### src/hw/shutdown_regs.vh
// Register offsets, field positions, reset values and widths for shutdown
`ifndef SHUTDOWN_REGS_VH
`define SHUTDOWN_REGS_VH

// ============================================================
// Byte offsets on the register bus
`define OFS_SHUTDOWN_CONTROL 8'h00
`define OFS_DEAD_BAND_RISE 8'h04
`define OFS_DEAD_BAND_FALL 8'h08
`define OFS_IRQ_STATUS 8'h0c
`define OFS_IRQ_MASK 8'h10
`define OFS_GEN_STATUS 8'h14
`define OFS_SHUTDOWN_CAUSE 8'h18

// ============================================================
// Fields of shutdown_control
`define BIT_SHUTDOWN_EVENT_FLAG 7
`define BIT_AUTO_RESTART_ENABLE 6
`define BIT_SHUTDOWN_ON_COMPARATOR_EN 2
`define BIT_SHUTDOWN_ON_FAULT_PIN_EN 1
`define BIT_SHUTDOWN_ON_LOGIC_CELL_EN 0
`define SHUTDOWN_CONTROL_WMASK 8'hc7
`define SHUTDOWN_CONTROL_RESET 8'h00

// ============================================================
// Dead-band counters
`define DEAD_BAND_WIDTH 6
`define DEAD_BAND_RESET 6'h00

// ============================================================
// Interrupt status and mask bits
`define IRQ_WIDTH 2
`define IRQ_BIT_SHUTDOWN_ENTER 0
`define IRQ_BIT_RESTART 1
`define IRQ_RESET 2'h0

// ============================================================
// Cause bits, same order as the source enables
`define CAUSE_WIDTH 4
`define CAUSE_BIT_LOGIC_CELL 0
`define CAUSE_BIT_FAULT_PIN 1
`define CAUSE_BIT_COMPARATOR 2
`define CAUSE_BIT_SOFTWARE 3
`define CAUSE_RESET 4'h0

`endif

### src/hw/dead_band_delay.v
// Delays the rising edge of one output by a programmed count of cycles
`include "shutdown_regs.vh"
module dead_band_delay (
  // Clock and reset
  input wire clk_sys,
  input wire rstn,
  // Edge marks and delay
  input wire start_pulse,
  input wire stop_pulse,
  input wire [`DEAD_BAND_WIDTH-1:0] delay,
  // Delayed level
  output reg drive
);

  reg [`DEAD_BAND_WIDTH-1:0] count;
  reg busy;

  // ============================================================
  // Counter: falling edge cuts at once, rising edge waits delay cycles
  always @(posedge clk_sys) begin
    if (!rstn) begin
      count <= `DEAD_BAND_RESET;
      busy <= 1'b0;
      drive <= 1'b0;
    end else if (stop_pulse) begin
      busy <= 1'b0;
      drive <= 1'b0;
    end else if (start_pulse) begin
      count <= delay;
      busy <= (delay != `DEAD_BAND_RESET);
      drive <= (delay == `DEAD_BAND_RESET);
    end else if (busy) begin
      if (count == 6'h01) begin
        busy <= 1'b0;
        drive <= 1'b1; // Uncertain by one cycle from sampling
      end
      count <= count - 6'h01;
    end
  end

endmodule // dead_band_delay

### src/hw/input_edge_detect.v
// Registers the generator input and marks its rising and falling edges
module input_edge_detect (
  // Clock and reset
  input wire clk_sys,
  input wire rstn,
  // Generator input and edge marks
  input wire wave_in,
  output reg wave_q,
  output wire rise_pulse,
  output wire fall_pulse
);

  reg wave_prev;

  // ============================================================
  // Sample stage; an asynchronous edge lands on the next clock
  always @(posedge clk_sys) begin
    if (!rstn) begin
      wave_q <= 1'b0;
      wave_prev <= 1'b0;
    end else begin
      wave_q <= wave_in;
      wave_prev <= wave_q;
    end
  end

  // Edge marks, one cycle each
  assign rise_pulse = wave_q & ~wave_prev;
  assign fall_pulse = ~wave_q & wave_prev;

endmodule // input_edge_detect

### src/hw/waveform_auto_shutdown.v
// Auto-shutdown and dead-band control for the complementary waveform gen
//
// Notes on behaviour
// - Dead-band delay may be off by one clock for asynchronous input edges.
// - Setting the event flag by software forces the override levels.
// - Without auto-restart, shutdown lasts until software clears the flag.
// - Auto-restart clears the flag on an input rise when no source is on.
// - An enabled active source forces the override levels at once.
// - Any mix of sources may be enabled; any one active causes shutdown.
// - Sources are levels; an enabled active source blocks any clearing.
// - The event flag reads 1 after a shutdown event, else 0.
// - The auto-restart bit picks automatic restart (1) or held shutdown (0).
// - High comparator output shuts down when enabled, else is ignored.
//
// The placing of the registers and the Wishbone interface to the registers were chosen for this implementation.
`include "shutdown_regs.vh"
module waveform_auto_shutdown (
  // Clock and reset
  input wire clk_sys,
  input wire rstn,
  // Wishbone slave
  input wire wb_cyc_i,
  input wire wb_stb_i,
  input wire wb_we_i,
  input wire [7:0] wb_adr_i,
  input wire [3:0] wb_sel_i,
  input wire [31:0] wb_dat_i,
  output reg [31:0] wb_dat_o,
  output reg wb_ack_o,
  // Generator input and override levels
  input wire wave_in,
  input wire override_level_a,
  input wire override_level_b,
  // Shutdown sources
  input wire comparator_async_out,
  input wire logic_cell_two_out,
  input wire fault_input_pin_n,
  // Driven outputs and interrupt
  output wire out_a,
  output wire out_b,
  output reg irq
);

  // ============================================================
  // Register state
  reg shutdown_event_flag;
  reg auto_restart_enable;
  reg shutdown_on_comparator_en;
  reg shutdown_on_fault_pin_en;
  reg shutdown_on_logic_cell_en;
  reg [`DEAD_BAND_WIDTH-1:0] dead_band_rise;
  reg [`DEAD_BAND_WIDTH-1:0] dead_band_fall;
  reg [`IRQ_WIDTH-1:0] irq_status;
  reg [`IRQ_WIDTH-1:0] irq_mask;
  reg [`CAUSE_WIDTH-1:0] shutdown_cause;
  reg shutdown_prev;

  // Bus decode
  wire bus_req;
  wire wr_en;
  wire rd_en;
  wire wr_lane0;
  reg [31:0] next_rdata;

  // Generator datapath
  wire wave_q;
  wire wave_rise;
  wire wave_fall;
  wire drive_a;
  wire drive_b;
  wire comp_hit;
  wire fault_hit;
  wire cell_hit;
  wire source_active;
  wire shutdown_active;
  wire sw_flag_write;
  wire sw_flag_value;
  reg next_flag;
  reg [`IRQ_WIDTH-1:0] irq_events;
  reg [`IRQ_WIDTH-1:0] next_irq_status;
  reg [`CAUSE_WIDTH-1:0] next_cause;

  // ============================================================
  // Offset match, shared by write and read decode
  function hit;
    input [7:0] adr;
    input [7:0] ofs;
    begin
      hit = (adr == ofs);
    end
  endfunction

  // ============================================================
  // Bus handshake: one request, ack one cycle later, dropped after
  // The ack is registered, so each access spans two edges; masking the
  // request with ack keeps a master that still holds stb in the ack
  // cycle from being taken a second time
  assign bus_req = wb_cyc_i & wb_stb_i & ~wb_ack_o;
  assign wr_en = bus_req & wb_we_i;
  assign rd_en = bus_req & ~wb_we_i;
  assign wr_lane0 = wr_en & wb_sel_i[0];

  always @(posedge clk_sys) begin
    if (!rstn) begin
      wb_ack_o <= 1'b0;
    end else begin
      wb_ack_o <= bus_req;
    end
  end

  // ============================================================
  // Input sampling and dead-band engines
  input_edge_detect u_edge (
    .clk_sys(clk_sys),
    .rstn(rstn),
    .wave_in(wave_in),
    .wave_q(wave_q),
    .rise_pulse(wave_rise),
    .fall_pulse(wave_fall)
  );

  // The edge marks come in the same cycle as the registered input and the
  // drive flop adds one clock, so an output rises two clocks plus its count
  // after the input; an input edge between clocks adds up to one more clock of delay
  // Output A follows the input, its rise held back by the rise count
  dead_band_delay u_band_a (
    .clk_sys(clk_sys),
    .rstn(rstn),
    .start_pulse(wave_rise),
    .stop_pulse(wave_fall),
    .delay(dead_band_rise),
    .drive(drive_a)
  );

  // Output B is the complement, its rise held back by the fall count
  dead_band_delay u_band_b (
    .clk_sys(clk_sys),
    .rstn(rstn),
    .start_pulse(wave_fall),
    .stop_pulse(wave_rise),
    .delay(dead_band_fall),
    .drive(drive_b)
  );

  // ============================================================
  // The fault pin is active low, the comparator and logic cell active
  // high; a source counts only while its enable bit is set
  // Source qualification; purely combinational so that a fault
  // reaches the pins without waiting for the clock
  assign comp_hit = shutdown_on_comparator_en & comparator_async_out;
  assign fault_hit = shutdown_on_fault_pin_en & ~fault_input_pin_n;
  assign cell_hit = shutdown_on_logic_cell_en & logic_cell_two_out;
  assign source_active = comp_hit | fault_hit | cell_hit;
  assign shutdown_active = shutdown_event_flag | source_active;

  // Override mux; the only outputs not taken straight from a flop,
  // since waiting a clock would let a fault through
  assign out_a = shutdown_active ? override_level_a : drive_a;
  assign out_b = shutdown_active ? override_level_b : drive_b;

  // ============================================================
  // Event flag next value
  assign sw_flag_write = wr_lane0 & hit(wb_adr_i, `OFS_SHUTDOWN_CONTROL);
  assign sw_flag_value = wb_dat_i[`BIT_SHUTDOWN_EVENT_FLAG];

  // Priority of the flag: an active source beats everything, so neither
  // a software clear nor an input rise can end a shutdown while a fault
  // stands; a software write may clear the flag at any time once the
  // sources are quiet, with auto-restart on or off
  always @* begin
    next_flag = shutdown_event_flag;
    if (source_active) begin
      next_flag = 1'b1; // Set wins over any clear
    end else if (sw_flag_write) begin
      next_flag = sw_flag_value;
    end else if (auto_restart_enable && wave_rise) begin
      next_flag = 1'b0; // Self clear on the input rise
    end
  end

  // ============================================================
  // Control register and dead-band counts
  // Only lane 0 carries register bits; a write with sel[0] low is
  // acknowledged and otherwise ignored
  always @(posedge clk_sys) begin
    if (!rstn) begin
      shutdown_event_flag <= 1'b0;
      auto_restart_enable <= 1'b0;
      shutdown_on_comparator_en <= 1'b0;
      shutdown_on_fault_pin_en <= 1'b0;
      shutdown_on_logic_cell_en <= 1'b0;
      dead_band_rise <= `DEAD_BAND_RESET;
      dead_band_fall <= `DEAD_BAND_RESET;
      irq_mask <= `IRQ_RESET;
    end else begin
      shutdown_event_flag <= next_flag;
      if (sw_flag_write) begin
        auto_restart_enable <= wb_dat_i[`BIT_AUTO_RESTART_ENABLE];
        shutdown_on_comparator_en <=
          wb_dat_i[`BIT_SHUTDOWN_ON_COMPARATOR_EN];
        shutdown_on_fault_pin_en <= wb_dat_i[`BIT_SHUTDOWN_ON_FAULT_PIN_EN];
        shutdown_on_logic_cell_en <=
          wb_dat_i[`BIT_SHUTDOWN_ON_LOGIC_CELL_EN];
      end
      if (wr_lane0 && hit(wb_adr_i, `OFS_DEAD_BAND_RISE)) begin
        dead_band_rise <= wb_dat_i[`DEAD_BAND_WIDTH-1:0];
      end
      if (wr_lane0 && hit(wb_adr_i, `OFS_DEAD_BAND_FALL)) begin
        dead_band_fall <= wb_dat_i[`DEAD_BAND_WIDTH-1:0];
      end
      if (wr_lane0 && hit(wb_adr_i, `OFS_IRQ_MASK)) begin
        irq_mask <= wb_dat_i[`IRQ_WIDTH-1:0];
      end
    end
  end

  // ============================================================
  // Interrupt events: entry into and release from shutdown
  // Status bits stay set until read; an event in the read cycle is kept
  // so that no change of the shutdown state is lost
  always @* begin
    irq_events = `IRQ_RESET;
    irq_events[`IRQ_BIT_SHUTDOWN_ENTER] = shutdown_active & ~shutdown_prev;
    irq_events[`IRQ_BIT_RESTART] = ~shutdown_active & shutdown_prev;
    next_irq_status = irq_status;
    if (rd_en && hit(wb_adr_i, `OFS_IRQ_STATUS)) begin
      next_irq_status = `IRQ_RESET;
    end
    // A new event in the read cycle survives the clear
    next_irq_status = next_irq_status | irq_events;
  end

  // Cause record: which sources held the shutdown, write 1 to clear
  // A clear and a new hit in one cycle leave the bit set, so a source
  // that is still active can never be wiped from the record
  always @* begin
    next_cause = shutdown_cause;
    if (wr_lane0 && hit(wb_adr_i, `OFS_SHUTDOWN_CAUSE)) begin
      next_cause = shutdown_cause & ~wb_dat_i[`CAUSE_WIDTH-1:0];
    end
    next_cause[`CAUSE_BIT_LOGIC_CELL] =
      next_cause[`CAUSE_BIT_LOGIC_CELL] | cell_hit;
    next_cause[`CAUSE_BIT_FAULT_PIN] =
      next_cause[`CAUSE_BIT_FAULT_PIN] | fault_hit;
    next_cause[`CAUSE_BIT_COMPARATOR] =
      next_cause[`CAUSE_BIT_COMPARATOR] | comp_hit;
    next_cause[`CAUSE_BIT_SOFTWARE] = next_cause[`CAUSE_BIT_SOFTWARE] |
      (sw_flag_write & sw_flag_value);
  end

  always @(posedge clk_sys) begin
    if (!rstn) begin
      irq_status <= `IRQ_RESET;
      shutdown_cause <= `CAUSE_RESET;
      shutdown_prev <= 1'b0;
      irq <= 1'b0;
    end else begin
      irq_status <= next_irq_status;
      shutdown_cause <= next_cause;
      shutdown_prev <= shutdown_active;
      irq <= |(next_irq_status & irq_mask); // Level, registered
    end
  end

  // ============================================================
  // Read multiplexer; unmapped offsets read zero
  always @* begin
    next_rdata = 32'h00000000;
    if (hit(wb_adr_i, `OFS_SHUTDOWN_CONTROL)) begin
      next_rdata[`BIT_SHUTDOWN_EVENT_FLAG] = shutdown_event_flag;
      next_rdata[`BIT_AUTO_RESTART_ENABLE] = auto_restart_enable;
      next_rdata[`BIT_SHUTDOWN_ON_COMPARATOR_EN] = shutdown_on_comparator_en;
      next_rdata[`BIT_SHUTDOWN_ON_FAULT_PIN_EN] = shutdown_on_fault_pin_en;
      next_rdata[`BIT_SHUTDOWN_ON_LOGIC_CELL_EN] = shutdown_on_logic_cell_en;
      // Bits 5..3 stay zero and have no storage
    end else if (hit(wb_adr_i, `OFS_DEAD_BAND_RISE)) begin
      next_rdata[`DEAD_BAND_WIDTH-1:0] = dead_band_rise;
    end else if (hit(wb_adr_i, `OFS_DEAD_BAND_FALL)) begin
      next_rdata[`DEAD_BAND_WIDTH-1:0] = dead_band_fall;
    end else if (hit(wb_adr_i, `OFS_IRQ_STATUS)) begin
      next_rdata[`IRQ_WIDTH-1:0] = irq_status;
    end else if (hit(wb_adr_i, `OFS_IRQ_MASK)) begin
      next_rdata[`IRQ_WIDTH-1:0] = irq_mask;
    end else if (hit(wb_adr_i, `OFS_GEN_STATUS)) begin
      next_rdata[5:0] = {wave_q, source_active, shutdown_active,
        drive_b, drive_a, irq};
    end else if (hit(wb_adr_i, `OFS_SHUTDOWN_CAUSE)) begin
      next_rdata[`CAUSE_WIDTH-1:0] = shutdown_cause;
    end
  end

  // Read data registered with the ack, zero outside a read
  // Zero outside the ack cycle keeps stale data off the bus and makes a
  // late or doubled ack easy to spot
  always @(posedge clk_sys) begin
    if (!rstn) begin
      wb_dat_o <= 32'h00000000;
    end else if (rd_en) begin
      wb_dat_o <= next_rdata;
    end else begin
      wb_dat_o <= 32'h00000000;
    end
  end

endmodule // waveform_auto_shutdown
### config.mk
export PLATFORM = sky130hd
export DESIGN_NAME = waveform_auto_shutdown
export DESIGN_NICKNAME = d
export VERILOG_FILES = /design/src/hw/dead_band_delay.v /design/src/hw/input_edge_detect.v /design/src/hw/waveform_auto_shutdown.v
export VERILOG_INCLUDE_DIRS = /design/src /design/src/hw
export SDC_FILE = /design/constraint.sdc
export NUM_CORES = 1
export LEC_CHECK = 0
export BUFFER_PORTS_ARGS = -buffer_cell sky130_fd_sc_hd__buf_2
export CORE_ASPECT_RATIO = 1.2
export CORE_MARGIN = 5
export CORE_UTILIZATION = 31
export DETAILED_ROUTE_END_ITERATION = 10
export PLACE_DENSITY = 0.6
export SYNTH_ARGS = -nofsm -noshare
export SYNTH_HDL_FRONTEND = slang
export SYNTH_SLANG_ARGS = --single-unit
### constraint.sdc
create_clock -name clk_sys -period 3.52 [get_ports clk_sys]
set_input_delay 0.176 -clock clk_sys [delete_from_list [all_inputs] [get_ports clk_sys]]
set_output_delay 0.176 -clock clk_sys [all_outputs]
set_load 0.01 [all_outputs]
==> impl_metrics.ini, run 1 <==
[status]
status = complete, no violations

[placed_design]
dp_hpwl_um = 5454
port-buffer-count = 39
placed_cell_area_mm2 = 0.003132
gp_congestion = 0.8243
dp_cells = 487
pre_cts_ws_ps = 1214

[setup_path]
required_ps = 3710
critPathLaunch = wb_ack_o$_SDFF_PN0_
end_kind = flip-flop
rrSetupSlack_ps = 1390
crit_type = flip-flop to flip-flop
r2r_cells = 4
worstSetupEndpoint = shutdown_cause[3]$_SDFF_PN0_
timing.rr.start = wb_ack_o$_SDFF_PN0_
reg2reg_to = shutdown_cause[3]$_SDFF_PN0_
critPathLaunchType = flip-flop
critPathArrivalTime_ps = 2320
crit_fanout = 8

[global_route]
grt_usage_pct = 12.76
grt_use_met3_pct = 2.808
grt_max_degree = 41
grt_pass1_vias = 2270
met2_usage_pct = 22.04
grt_pass1_wl_um = 11760
grt_overflow_total = 0
antenna_found_initial = 0
grt_use_met1_pct = 16.17
busiest_layer = met2

[run]
drv_cap = 0

[timing]
period_needed_ps = 2127
min_period_over_period_pct = 60.43
fin_skew_ps = 6.679
slew_viol_final = 0
hold_violations = 0
setup_tns_ps = 0
max_freq_ghz = 0.4701
layout_setup_ws_ps = 1393
setup_violations = 0
worstMarginPinSlew_ps = 933.9
relSlewSlack_pct = 37.16
rsz0062_at_grt = false

[clocking]
clock_tree.buffer_depth = 2
clkSinkCount = 54
postCtsSetupBuffers = 0
cts-root-buf = clkbuf_16
htree_levels = 2
cts_buffers = 5
ctsResizeCount = 0
clock_latency_ps = 290
cts_hold_buf = 0
clk_pin_slew_ps = 70
cts_tree = yes

[routing]
drtPass1Iterations = 4
postRouteAntennaNets = 0
wl_per_cell_um = 14.78
route.detailed.drc = 0
drt_wl_total_um = 7315
via_count = 2474
first_iter_violations = 104
via_per_inst = 4.998

[finish]
area_delta_synth_final_pct = 12.31
utilization_pct = 35.02
antennaDiodeCount = 0
fillers = 980
final_nets = 430
drive_above_1_share_pct = 16.67
final_area_mm2 = 0.003298
layout.cells.non_filler = 495

[synthesis]
synthTopCellsByArea = dfxtp_1, mux2i_1, buf_4
synth-seq-area-share_pct = 36.81
synth_common_cells = dfxtp_1, nor2_1, a21oi_1
ys_types = 55
netlist_instances = 341
syn_area_mm2 = 0.002937
ys.flop_type = dfxtp_1
synth.top_cell.area_share_pct = 36.81
synth_edf_count = 0
syn_area_per_cell_um2 = 8.612
synth.most_common_cell = dfxtp_1
yosysTopAreaCell = dfxtp_1
synth-seq-cells = 54
yosysWarnings = 0
async_flop_share_pct = 0

[floorplanning]
die_area_mm2 = 0.01153
start_util_pct = 31.18
die_w_um = 98.85
fp.dieH_um = 116.6
ios = 91
rows = 39
fp.coreArea_mm2 = 0.009418

[power]
p_int_mw = 1.033
p_clk_share_pct = 40.3
power_density_mw_per_mm2 = 418.8
p_sw_uw = 348.5
switching_share_pct = 25.22
comb_power_share_pct = 13.1
cellLeakagePower_nw = 1.261
power_frac_seq_pct = 46.6
ir_drop_v = 0.0002083

[hold_path]
worstHoldPathType = input port to flip-flop
hold_path_startpoint = wave_in
power groups by stage:
stage               logic (mW)  registers (mW)  clock network, mW
global route             0.206           0.646              0.599
CTS                      0.181           0.644              0.566
floorplan                0.153           0.654                  0
finish                   0.181           0.644              0.556
global placement         0.178           0.657                  0
detailed placement       0.181           0.658                  0
how the worst min path moves through the flow:
stage	depth (start not counted)	endpoint	slack (ps)
final	2	u_edge.wave_q$_SDFF_PN0_	100
after floorplan	1	shutdown_cause[1]$_SDFF_PN0_	280
after global routing	2	u_edge.wave_q$_SDFF_PN0_	100
after CTS	2	u_edge.wave_q$_SDFF_PN0_	100
after global placement	2	u_edge.wave_q$_SDFF_PN0_	390
after detailed placement	2	u_edge.wave_q$_SDFF_PN0_	400
layout by cell type, fill, tap and decap left out, types with 9 or more instances in the layout:
cell type / instances
a21o_1: 9
a21oi_1: 25
buf_2: 39
conb_1: 24
dfxtp_1: 54
mux2i_1: 20
nand2_1: 24
nor2_1: 39
nor3_1: 10
o21ai_0: 12
per-layer routing:
metal | wire length [µm] | share of wire, % | up-vias
li1 | - | - | 1232
met1 | 3207 | 44 | 1173
met2 | 3607 | 49 | 61
met3 | 398 | 5.4 | 8
met4 | 102 | 1.4 | 0
met5 | 0 | 0 | -
cell families (layout without fill, tap and decap cells):
group	after synthesis	after routing	synth area share, %
flops	54	54	36.81
fa+ha+maj	5	5	2.045
other cells	1	24	0.1277
simple gates	127	127	24.24
buf+inv	47	55	9.331
mux	27	27	9.501
compound gates	80	80	17.94
final cells by class:
class / count / area [µm²] / area share, %
Tap cell: 123 / 153.9 / 4.666
Sequential cell: 54 / 1081 / 32.78
Timing Repair Buffer: 40 / 202.7 / 6.146
Inverter: 7 / 26.28 / 0.7967
Multi-Input combinational cell: 263 / 1668 / 50.57
Clock buffer: 6 / 128.9 / 3.907
Clock inverter: 2 / 37.54 / 1.138
state kept, by name, indices dropped and copies added (netlist names), 2 cells and up:
name / count
irq_status: 2
dead_band_rise: 6
dead_band_fall: 6
wb_dat_o: 8
u_band_a.count: 6
shutdown_cause: 4
irq_mask: 2
u_band_b.count: 6
critical path, stage by stage (launching register included):
cell	delay [ps]
dfxtp_1	310
nand3b_1	430
nor4_1	930
a21oi_1	150
a31o_1	210
through the flow:
stage	hold slack (ps)	power (mW)
finish	95.83	1.381
global route	104.4	1.452
CTS	96.00	1.391
detailed placement	395.6	0.8383
global placement	393.4	0.8352
floorplan	277.2	0.8071
(Power assumes the default switching activity.)
==> inputs of run 2 (changes only) <==
==> constraint.sdc (replaced) <==
create_clock -name clk_sys -period 2.2 [get_ports clk_sys]
set_input_delay 0.11 -clock clk_sys [delete_from_list [all_inputs] [get_ports clk_sys]]
set_output_delay 0.11 -clock clk_sys [all_outputs]
set_load 0.01 [all_outputs]
==> run 2 against run 1 <==
  * Register-to-register slack worse by 890 ps
  * Combinational power up 62%
  * Total power up 51%
  * Critical path depth unchanged
  * Worst hold slack worse by 72 ps
  * Clock-buffer cell count down 1
  * First-iteration DRC count down 4.8%
  * Setup slack worse by 1000 ps
  * Global-route usage up 0.22 points
  * Non-clock buffer count up 10
==> impl_metrics.ini, run 2 (same netlist as run 1, synthesis figures left out) <==
[routing]
via_count = 2472
route.detailed.drc = 0
first_iter_violations = 99
wl_per_cell_um = 14.97
drt_wl_total_um = 7547
via_per_inst = 4.905
drtPass1Iterations = 4
postRouteAntennaNets = 0

[setup_path]
critPathLaunchType = flip-flop
end_kind = output port
path_cells = a22o_1, nor3_4, mux2_1, buf_2
timing.rr.start = wb_ack_o$_SDFF_PN0_
slowest_delay_ps = 360
critPathLaunch = shutdown_on_comparator_en$_SDFFE_PN0P_
crit_type = flip-flop to output port
crit_fanout = 6
critPathArrivalTime_ps = 1700
worst_path_max_delay_cell = mux2_1
required_ps = 2090

[floorplanning]
fp.coreArea_mm2 = 0.009418
fp.dieH_um = 116.6
die_w_um = 98.85
die_area_mm2 = 0.01153
start_util_pct = 31.18
rows = 39
ios = 91

[timing]
hold_violations = 0
setup_tns_ps = 0
period_needed_ps = 1811
max_freq_ghz = 0.5522
min_period_over_period_pct = 82.31
fin_skew_ps = 4.705
slew_viol_final = 0
setup_violations = 0
hold_ws_ps = 23.60
relSlewSlack_pct = 53.59
worstMarginPinSlew_ps = 694.7
rsz0062_at_grt = false

[finish]
drive_above_1_share_pct = 18.90
final_nets = 440
area_delta_synth_final_pct = 13.81
final_cell_mix = dfxtp_1, nor2_1, buf_2
antennaDiodeCount = 0
top_register = wb_dat_o
final_area_mm2 = 0.003342
largest_reg_flops = 8
layout_commonest_cell = dfxtp_1

[power]
power_density_mw_per_mm2 = 623.6
ir_drop_v = 0.0002626
p_int_mw = 1.532
p_clk_share_pct = 36.4
switching_share_pct = 26.50
power_frac_seq_pct = 49.5
cellLeakagePower_nw = 1.306
finalPower_mw = 2.084
comb_power_share_pct = 14.1
p_sw_uw = 552.3

[clocking]
cts-root-buf = clkbuf_16
htree_levels = 2
clock_latency_ps = 290
ctsResizeCount = 0
clkSinkCount = 54
clk_pin_slew_ps = 70
postCtsSetupBuffers = 0
clock_tree.buffer_depth = 2
cts_hold_buf = 0
cts_tree = yes
cts_buffers = 5

[run]
drv_cap = 0

[hold_path]
hold_path_startpoint = wave_in
worstHoldPathType = input port to flip-flop

[global_route]
grt_pass1_vias = 2417
grt_max_degree = 32
grt_usage_pct = 12.99
antenna_found_initial = 0
grt_pass1_wl_um = 11920
grt_overflow_total = 0

[status]
status = complete, no violations

[placed_design]
dp_hpwl_um = 5676
gp_congestion = 0.8329
port-buffer-count = 39
placed_cell_area_mm2 = 0.003207
run 2: cell types whose count changed in the layout (fill, tap and decap cells not counted):
cell / previous run / this run
clkbuf_1: 1 / 0
clkinvlp_4: 1 / 0
clkinv_2: 0 / 2
bufinv_16: 1 / 0
buf_4: 1 / 11
run 2: final cells by class:
| type | count | area, µm² |
|---|---|---|
| Clock inverter | 2 | 10.01 |
| Fill cell | 957 | 6076 |
| Inverter | 7 | 26.28 |
| Clock buffer | 5 | 125.1 |
| Sequential cell | 54 | 1081 |
| Multi-Input combinational cell | 263 | 1668 |
| Tap cell | 123 | 153.9 |
| Timing Repair Buffer | 50 | 277.8 |
run 2: final timing paths:
check                           cells past startpoint                             end  slack (ps)
worst max-delay path                                4                           out_b         390
worst min-delay path                                2        u_edge.wave_q$_SDFF_PN0_          20
worst max register to register                      4                  irq$_SDFF_PN0_         500
worst min register to register                      2  u_band_a.count[5]$_SDFFE_PN0P_         480
run 2: metrics by stage:
stage	setup WS (ps)	util [%]	std cells
after floorplan	419.5	-	364
after global placement	292.3	34.05	497
after detailed placement	271.0	34.05	497
after CTS	360.3	35.49	504
after global routing	288.2	35.49	504
final	389.1	35.49	504
run 2: critical path, delay by kind of cell, from the launching register on:
kind                   cells  cell delay, ps
muxes                      1             360
DFF                        1             350
and+or+nand+nor            1             310
AOI/OAI and AO/OA          1             260
buffers and inverters      1             140
run 2: power groups by stage:
stage | registers [mW] | logic, mW | clock network (mW)
2_1_floorplan | 1.05 | 0.245 | 0
5_1_grt | 1.03 | 0.335 | 0.812
3_5_place_dp | 1.05 | 0.294 | 0
4_1_cts | 1.03 | 0.295 | 0.779
3_3_place_gp | 1.05 | 0.290 | 0
6_report | 1.03 | 0.294 | 0.758
run 2: layer usage:
layer	vias up	part of all wire, %	GRT usage (%)
li1	1250	-	-
met1	1162	44	15.50
met2	52	50	23.34
met3	8	4.7	2.569
met4	0	1.6	4.281
met5	-	0	0
